--- config.mk ---
export PLATFORM = sky130hd
export DESIGN_NAME = timer_baud_clkout
export DESIGN_NICKNAME = d
export VERILOG_FILES = /design/src/hdl/timer_baud_pkg.sv /design/src/hdl/timer_prescaler.sv /design/src/hdl/timer_baud_clkout.sv
export SDC_FILE = /design/constraint.sdc
export NUM_CORES = 1
export LEC_CHECK = 0
export BUFFER_PORTS_ARGS = -buffer_cell sky130_fd_sc_hd__buf_2
export CAP_MARGIN = 20
export CORE_MARGIN = 4
export CORE_UTILIZATION = 50
export CTS_CLUSTER_DIAMETER = 40
export DETAILED_ROUTE_END_ITERATION = 12
export PLACE_DENSITY = 0.76
export SLEW_MARGIN = 20
export SYNTH_ARGS = -nofsm -noshare
export SYNTH_HDL_FRONTEND = slang
export SYNTH_SLANG_ARGS = --single-unit
--- constraint.sdc ---
create_clock -name ref_clk -period 4.1 [get_ports ref_clk]
set_input_delay 0.615 -clock ref_clk [delete_from_list [all_inputs] [get_ports ref_clk]]
set_output_delay 0.615 -clock ref_clk [all_outputs]
set_load 0.02 [all_outputs]
--- src/hdl/timer_baud_pkg.sv ---
// package: register map, field positions and reset values of the baud/clock-out timer
package timer_baud_pkg;
    // ------------------------------------------------------------
    // register byte addresses
    // ------------------------------------------------------------
    localparam logic [7:0] CTRL_ADDR = 8'h00;
    localparam logic [7:0] MODE_ADDR = 8'h04;
    localparam logic [7:0] COUNT_ADDR = 8'h08;
    localparam logic [7:0] RELOAD_ADDR = 8'h0c;
    localparam logic [7:0] IEN_ADDR = 8'h10;
    // ------------------------------------------------------------
    // timer_control_reg fields
    // ------------------------------------------------------------
    localparam int CTRL_OVF = 7;
    localparam int CTRL_EXTF = 6;
    localparam int CTRL_RXSEL = 5;
    localparam int CTRL_TXSEL = 4;
    localparam int CTRL_EXTEN = 3;
    localparam int CTRL_RUN = 2;
    localparam int CTRL_CT = 1;
    localparam int CTRL_CPRL = 0;
    // mode register fields
    localparam int MODE_CLKOE = 1;
    localparam int MODE_BYPASS = 2;
    // interrupt enable register fields
    localparam int IEN_GLOBAL = 1;
    localparam int IEN_TIMER = 0;
    // ------------------------------------------------------------
    // reset values and counts
    // ------------------------------------------------------------
    localparam logic [7:0] CTRL_RESET = 8'h00;
    localparam logic [15:0] COUNT_RESET = 16'h0000;
    localparam logic [15:0] RELOAD_RESET = 16'h0000;
    localparam logic [15:0] COUNT_TOP = 16'hffff;
    localparam logic [15:0] RELOAD_MIN = 16'h0010;
    localparam int PRESCALE_DIV = 12;
endpackage

--- src/hdl/timer_prescaler.sv ---
// prescaler: one-cycle tick every DIV clocks, or every clock in bypass
`timescale 1ns/100ps
module timer_prescaler #(
    parameter int DIV = 12
) (
    input wire logic ref_clk,
    input wire logic reset,
    input wire logic bypass,
    output logic tick
);
    localparam int CW = $clog2(DIV);

    logic [CW-1:0] cnt_ff;
    logic [CW-1:0] nxt_cnt;
    logic tick_ff;
    logic nxt_tick;

    initial begin
        if (DIV < 2) begin
            $error("prescaler divide must be at least 2");
        end
    end

    always_comb begin
        nxt_cnt = cnt_ff;
        nxt_tick = 1'b0;
        if (bypass) begin
            nxt_cnt = '0;
            nxt_tick = 1'b1;
        end else if (cnt_ff == CW'(DIV - 1)) begin
            nxt_cnt = '0;
            nxt_tick = 1'b1;
        end else begin
            nxt_cnt = cnt_ff + CW'(1);
        end
    end

    always_ff @(posedge ref_clk) begin
        if (reset) begin
            cnt_ff <= '0;
            tick_ff <= 1'b0;
        end else begin
            cnt_ff <= nxt_cnt;
            tick_ff <= nxt_tick;
        end
    end

    assign tick = tick_ff;
endmodule

--- src/hdl/timer_baud_clkout.sv ---
// timer with baud generator, clock output and shared interrupt flags, APB slave
//
// Implementation choices: the APB register port and the address map.
`timescale 1ns/100ps
module timer_baud_clkout
    import timer_baud_pkg::*;
#(
    parameter int PRESCALE = timer_baud_pkg::PRESCALE_DIV
) (
    input wire logic ref_clk,
    input wire logic reset,
    input wire logic psel,
    input wire logic penable,
    input wire logic pwrite,
    input wire logic [7:0] paddr,
    input wire logic [31:0] pwdata,
    output logic [31:0] prdata,
    output logic pready,
    output logic pslverr,
    input wire logic extTriggerPin,
    input wire logic timerIoPinIn,
    output logic timerIoPinOut,
    output logic timerIoPinOe,
    input wire logic otherTimerBaudTick,
    input wire logic [1:0] serialMode,
    output logic txBaudTick,
    output logic rxBaudTick,
    output logic timerIrq
);
    import timer_baud_pkg::*;

    initial begin
        if (PRESCALE < 2) begin
            $error("prescale divide must be at least 2");
        end
    end

    // ------------------------------------------------------------
    // state
    // ------------------------------------------------------------
    logic [7:0] ctrl_ff;
    logic [7:0] nxt_ctrl;
    logic clkOe_ff;
    logic nxt_clkOe;
    logic bypass_ff;
    logic nxt_bypass;
    logic [1:0] ien_ff;
    logic [1:0] nxt_ien;
    logic [15:0] count_ff;
    logic [15:0] nxt_count;
    logic [15:0] reload_ff;
    logic [15:0] nxt_reload;
    logic extSync_ff;
    logic extPrev_ff;
    logic pinSync_ff;
    logic pinPrev_ff;
    logic clkOut_ff;
    logic nxt_clkOut;
    // only every second overflow toggles the pin, giving the x4 divide
    logic halfPhase_ff;
    logic nxt_halfPhase;
    logic txTick_ff;
    logic nxt_txTick;
    logic rxTick_ff;
    logic nxt_rxTick;
    logic irq_ff;
    logic nxt_irq;
    logic oe_ff;
    logic nxt_oe;
    logic [31:0] rdata_ff;
    logic [31:0] nxt_rdata;
    logic ready_ff;
    logic nxt_ready;
    logic err_ff;
    logic nxt_err;
    logic tick;

    timer_prescaler #(.DIV(PRESCALE)) u_prescale (
        .ref_clk(ref_clk),
        .reset(reset),
        .bypass(bypass_ff),
        .tick(tick)
    );

    // ------------------------------------------------------------
    // mode decode and counting
    // ------------------------------------------------------------
    logic baudMode;
    logic clkOutMode;
    logic counterMode;
    logic run;
    logic countEn;
    logic overflow;
    logic extFall;
    logic pinRise;
    logic wr, rd, hit;
    logic [15:0] reloadOrWr;

    always_comb begin
        baudMode = ctrl_ff[CTRL_TXSEL] | ctrl_ff[CTRL_RXSEL];
        clkOutMode = clkOe_ff & ~ctrl_ff[CTRL_CT];
        counterMode = ctrl_ff[CTRL_CT] & ~clkOe_ff;
        run = ctrl_ff[CTRL_RUN];
        extFall = extPrev_ff & ~extSync_ff;
        pinRise = ~pinPrev_ff & pinSync_ff;
        // baud mode counts the system rate unless counter or clock-out mode is also set; clock-out and plain timer modes the prescaled tick, counter mode the pin
        if (!run) begin
            countEn = 1'b0;
        end else if (counterMode) begin
            countEn = pinRise;
        end else if (baudMode && !clkOutMode) begin
            countEn = 1'b1;
        end else begin
            countEn = tick;
        end
        overflow = countEn & (count_ff == COUNT_TOP);
        // a write lands at the edge that ends the access phase, pready high
        wr = psel & penable & pwrite & ready_ff;
        rd = psel & ~penable;
        hit = (paddr == CTRL_ADDR) | (paddr == MODE_ADDR) | (paddr == COUNT_ADDR)
            | (paddr == RELOAD_ADDR) | (paddr == IEN_ADDR);
        reloadOrWr = reload_ff;
    end

    // ------------------------------------------------------------
    // registers, flags and counter next state
    // ------------------------------------------------------------
    always_comb begin
        nxt_ctrl = ctrl_ff;
        nxt_clkOe = clkOe_ff;
        nxt_bypass = bypass_ff;
        nxt_ien = ien_ff;
        nxt_reload = reload_ff;
        nxt_count = count_ff;
        nxt_clkOut = clkOut_ff;
        nxt_halfPhase = halfPhase_ff;
        if (overflow) begin
            nxt_count = reloadOrWr;
            if (clkOutMode) begin
                nxt_halfPhase = ~halfPhase_ff;
                if (halfPhase_ff) begin
                    nxt_clkOut = ~clkOut_ff;
                end
            end
        end else if (countEn) begin
            nxt_count = count_ff + 16'h0001;
        end
        if (!clkOutMode) begin
            nxt_clkOut = 1'b0;
            nxt_halfPhase = 1'b0;
        end
        // reload on external edge only outside baud and clock modes
        if (extFall && ctrl_ff[CTRL_EXTEN] && !baudMode && !clkOutMode
            && !ctrl_ff[CTRL_CPRL]) begin
            nxt_count = reload_ff;
        end
        if (wr) begin
            unique case (paddr)
                CTRL_ADDR: nxt_ctrl = pwdata[7:0];
                MODE_ADDR: begin
                    nxt_clkOe = pwdata[MODE_CLKOE];
                    nxt_bypass = pwdata[MODE_BYPASS];
                end
                COUNT_ADDR: nxt_count = pwdata[15:0];
                RELOAD_ADDR: nxt_reload = pwdata[15:0];
                IEN_ADDR: nxt_ien = pwdata[1:0];
                default: ;
            endcase
        end
        // hardware sets win over a clearing write in the same cycle
        if (overflow && !baudMode && !clkOutMode) begin
            nxt_ctrl[CTRL_OVF] = 1'b1;
        end
        if (extFall && ctrl_ff[CTRL_EXTEN]) begin
            nxt_ctrl[CTRL_EXTF] = 1'b1;
        end
    end

    // ------------------------------------------------------------
    // outputs: baud ticks, pin, interrupt, apb answer
    // ------------------------------------------------------------
    always_comb begin
        // transmitter and receiver ticks only in serial modes 1 and 3
        nxt_txTick = ctrl_ff[CTRL_TXSEL] ? (overflow & baudMode) : otherTimerBaudTick;
        nxt_rxTick = ctrl_ff[CTRL_RXSEL] ? (overflow & baudMode) : otherTimerBaudTick;
        if (!serialMode[0]) begin
            nxt_txTick = 1'b0;
            nxt_rxTick = 1'b0;
        end
        nxt_irq = (nxt_ctrl[CTRL_OVF] | nxt_ctrl[CTRL_EXTF])
            & nxt_ien[IEN_GLOBAL] & nxt_ien[IEN_TIMER];
        nxt_oe = clkOutMode;
        nxt_ready = psel & ~penable;
        nxt_err = rd & ~hit;
        nxt_rdata = 32'h0000_0000;
        if (rd) begin
            unique case (paddr)
                CTRL_ADDR: nxt_rdata = {24'h000000, ctrl_ff};
                MODE_ADDR: nxt_rdata = {29'h0, bypass_ff, clkOe_ff, 1'b0};
                COUNT_ADDR: nxt_rdata = {16'h0000, count_ff};
                RELOAD_ADDR: nxt_rdata = {16'h0000, reload_ff};
                IEN_ADDR: nxt_rdata = {30'h0, ien_ff};
                default: nxt_rdata = 32'h0000_0000;
            endcase
        end
        // data and error stand for the access cycle only, with pready
    end

    // ------------------------------------------------------------
    // register file, counter and clock-out state
    // ------------------------------------------------------------
    always_ff @(posedge ref_clk) begin
        if (reset) begin
            ctrl_ff <= CTRL_RESET;
            clkOe_ff <= 1'b0;
            bypass_ff <= 1'b0;
            ien_ff <= 2'h0;
            count_ff <= COUNT_RESET;
            reload_ff <= RELOAD_RESET;
            clkOut_ff <= 1'b0;
            halfPhase_ff <= 1'b0;
        end else begin
            ctrl_ff <= nxt_ctrl;
            clkOe_ff <= nxt_clkOe;
            bypass_ff <= nxt_bypass;
            ien_ff <= nxt_ien;
            count_ff <= nxt_count;
            reload_ff <= nxt_reload;
            clkOut_ff <= nxt_clkOut;
            halfPhase_ff <= nxt_halfPhase;
        end
    end

    // ------------------------------------------------------------
    // edge detectors on the trigger and timer pins
    // ------------------------------------------------------------
    // trigger idles high; resetting high avoids a false fall after reset
    always_ff @(posedge ref_clk) begin
        if (reset) begin
            extSync_ff <= 1'b1;
            extPrev_ff <= 1'b1;
            pinSync_ff <= 1'b0;
            pinPrev_ff <= 1'b0;
        end else begin
            extSync_ff <= extTriggerPin;
            extPrev_ff <= extSync_ff;
            pinSync_ff <= timerIoPinIn;
            pinPrev_ff <= pinSync_ff;
        end
    end

    // ------------------------------------------------------------
    // serial ticks, interrupt and pin enable
    // ------------------------------------------------------------
    always_ff @(posedge ref_clk) begin
        if (reset) begin
            txTick_ff <= 1'b0;
            rxTick_ff <= 1'b0;
            irq_ff <= 1'b0;
            oe_ff <= 1'b0;
        end else begin
            txTick_ff <= nxt_txTick;
            rxTick_ff <= nxt_rxTick;
            irq_ff <= nxt_irq;
            oe_ff <= nxt_oe;
        end
    end

    // ------------------------------------------------------------
    // apb answer
    // ------------------------------------------------------------
    always_ff @(posedge ref_clk) begin
        if (reset) begin
            rdata_ff <= 32'h0000_0000;
            ready_ff <= 1'b0;
            err_ff <= 1'b0;
        end else begin
            rdata_ff <= nxt_rdata;
            ready_ff <= nxt_ready;
            err_ff <= nxt_err;
        end
    end

    assign prdata = rdata_ff;
    assign pready = ready_ff;
    assign pslverr = err_ff;
    assign timerIoPinOut = clkOut_ff;
    assign timerIoPinOe = oe_ff;
    assign txBaudTick = txTick_ff;
    assign rxBaudTick = rxTick_ff;
    assign timerIrq = irq_ff;
endmodule

==> impl_results.md <==
* Syn_area_per_cell at slightly below 9 um2
* Via-to-Cell Ratio at 5.51
* Predominant post-synthesis flop cell: dfxtp_1
* Worst setup EP type: flop
* Xor and xnor area share after synthesis at ~4.5%
* Seq/Total Area, Yosys at 44.3%
* Dpl hpwl at 6100 um
* Global-route wire length before repair at 14200 um
* Required time of the critical path at approximately 4300 ps
* Clock latency on the worst-skew pair at 350 ps
* Worst-case vdd ir drop at 0.182 mV
* Filler cell count at 620
* Synth top area cells: dfxtp_1 44%, a22oi_1 5.0%, nor2_1 4.6%
* Core Region at between 6000 and 7000 um2
* Compound-cell area share of the yosys netlist at approximately 16%
* Ys async rst share at 0%
* Hold buffers post-CTS at 0
* Post-synth EDFFs at 0
* Critical path class: flop to flop
* Nets at about 500
* Run status: completed
* GRT Total Usage at between 20% and 30%
* Row count at 30
* Max-cap violations at 0
* Initial Util at 51.2%
* Hold_ws at between 400 and 500 ps
* Worst Hold Class: input port to flop
* Worst Path Arrival at 2710 ps
* Switching share of total power at a little over a fifth
* Antenna viol nets, final at 0
* # IOs at 89
* Post-synth cell types at between 50 and 60
* Largest net degree at the start of global routing at 28
* Synthesized area at 3480 um2
* Post-synthesis adder-cell area fraction at 0.719%
* Largest family of logic cells by synthesized area: simple AND/OR/NAND/NOR gates
* Die X at 91.4 um
* Total setup buffers inserted after CTS at 0
* Synthesized instance count at 400
* Worst path max stage delay at 550 ps
* Global route overflow at 0
* Top-area cell type share of the netlist area at 44.3%
* Initial drt markers at 280
* Commonest cells in the netlist: 77 x dfxtp_1, 43 x nor2_1, 40 x nand2_1
* Gate power share at 4.9%
* DIE AREA at approximately 8400 um2
* Initial antenna violation count at 0
* Reg power frac at 51.5%
* Clock-pin slew on the worst setup and hold paths at 80 ps
* Post-synth top area cell: dfxtp_1
* Post-Route Setup TNS at 0 ps
* Wire length per cell at 15.6 um
* CTS Buffer Depth at 2
* Vias in the first global route at 2892
* TritonCTS clock tree: yes
* Slowest CP cell: or4b_4
* FF+latch count, synth at 77
* IO buf count at 55
* Ant diodes at 0
* 1st-pass router iterations at 5
* Clk root buf: clkbuf_8
* # H-tree levels at 3
* Slew at the pin closest to its max-slew limit at 896 ps
* Clock net sink count at 77
* LEAKAGE at 0.00151 uW
* Tmin final at 2480 ps
* Drt drc at 0
* Psw at ~320 uW
* DIE HEIGHT at roughly 90 um
* Layout area overhead at 14.5%
* Share of layout cells above drive strength 1 at 19.4%
* Clk pwr share at a little over two fifths
* Yosys warns at 0
* Design internal power at 1150 uW
* Max-slew violations at 0
* Crit path cell chain: nand4_2 > nor4_2 > or4b_4 > nand3_1 > a21boi_0 > o21ai_0
* CTS Buf Count at 9
* Final Skew at 11.3 ps
* Critical Path Source Type: flop
* Hold Vio Cnt, Final at 0
* Setup Viol. Count Final at 0
* Highest Clock Rate at 403 MHz
* Cts repair resizes at 0
* Post-synthesis mux area share at roughly 5.0%
* Slew margin rel. at between 30% and 40%
* Power Dens Cells at 369 nW/um2
* RD Place Congestion at ~0.92
* Simple-Gate Fraction of Synth Area at 23.0%
* Final Cycle Share at 60.6%
* Total number of vias at ~3000
* Drt total wl at 8570 um
* RSZ-0062 raised after global routing: false
* Most common cell in the netlist: dfxtp_1
* Max FO, Critical Path at 16
## critical path: cells and delay by family, from the launching register on
kind             cells  cell delay, ps
AND/OR/NAND/NOR      4            1570
flip-flops           1             470
AO/OA/AOI/OAI        2             320
## placed cells by master (no fill, tap or decap), drive strengths merged, types with 3 or more instances in the layout
cell,count
conb,16
nand3,26
nand2b,4
nor4,3
mux2i,15
xnor2,11
and2,3
nor2,43
a21oi,31
clkbuf,12
nand4,6
inv,5
a22oi,23
buf,59
nor3,5
xor2,7
nor2b,4
nand2,40
and3,7
dfxtp,77
or2,3
a21boi,4
o21ai,17
and4,3
nor3b,4
## cells by family (layout without fill, tap and decap cells)
group,after synthesis,in the layout
other,1,16
AO/OA/AOI/OAI,86,86
XOR/XNOR,18,18
buffers and inverters,41,80
flip-flops,77,77
AND/OR/NAND/NOR,159,159
multiplexers,16,16
adder cells (fa/ha/maj),2,2
## per-layer routing
metal | global-route usage [%] | share of wire [%] | vias to the layer above
li1 | - | - | 1473
met1 | 27.6 | 44 | 1426
met4 | 10.8 | 1.5 | 0
met5 | 0 | 0 | -
met3 | 3.65 | 6.1 | 11
met2 | 33.6 | 49 | 118
## power groups by stage
stage                     Sequential, uW  Clock, uW  Combinational (uW)
after CTS                            756        653                71.3
final                                756        641                71.9
after global placement               773          0                69.5
after detailed placement             774          0                70.9
after global routing                 757        694                78.4
after floorplan                      775          0                50.9
## path summary, 6_finish.rpt
check	from	endpoint	slack [ps]	depth (start not counted)
setup / recovery	count_ff[6]	count_ff[15]	1620	6
hold / removal	extTriggerPin	extSync_ff	440	2
setup reg to reg	count_ff[6]	count_ff[15]	1620	6
hold reg to reg	extSync_ff	extPrev_ff	460	1
## per-stage QoR
stage / area (um2) / setup slack (ps) / util, % / instances / power, uW
floorplan: 3540 / 1790 / - / 415 / 826
global placement: 3760 / 1320 / 55.3 / 534 / 843
detailed placement: 3760 / 1320 / 55.3 / 534 / 844
finish: 3980 / 1620 / 58.6 / 550 / 1470
CTS: 3980 / 1620 / 58.6 / 550 / 1480
global route: 3980 / 1490 / 58.6 / 550 / 1530
## sequential cells by signal, summed over array words and instances, names as in the netlist, 2 cells and up
signal,cells
reloadOrWr,16
count_ff,16
ien_ff,2
ctrl_ff,8
u_prescale.cnt_ff,4
prdata,16
## area by class of cell
type / count / area, um2 / share of cell area, %
multi-input cells: 297 / 1770 / 44.5
well taps: 96 / 120 / 3.02
repair buffers: 59 / 305 / 7.66
inverters: 5 / 18.8 / 0.471
clock buffers: 12 / 155 / 3.89
clock inverters: 4 / 70.1 / 1.76
flip-flops and latches: 77 / 1540 / 38.7
No activity file was read; power rests on OpenSTA's default activity.
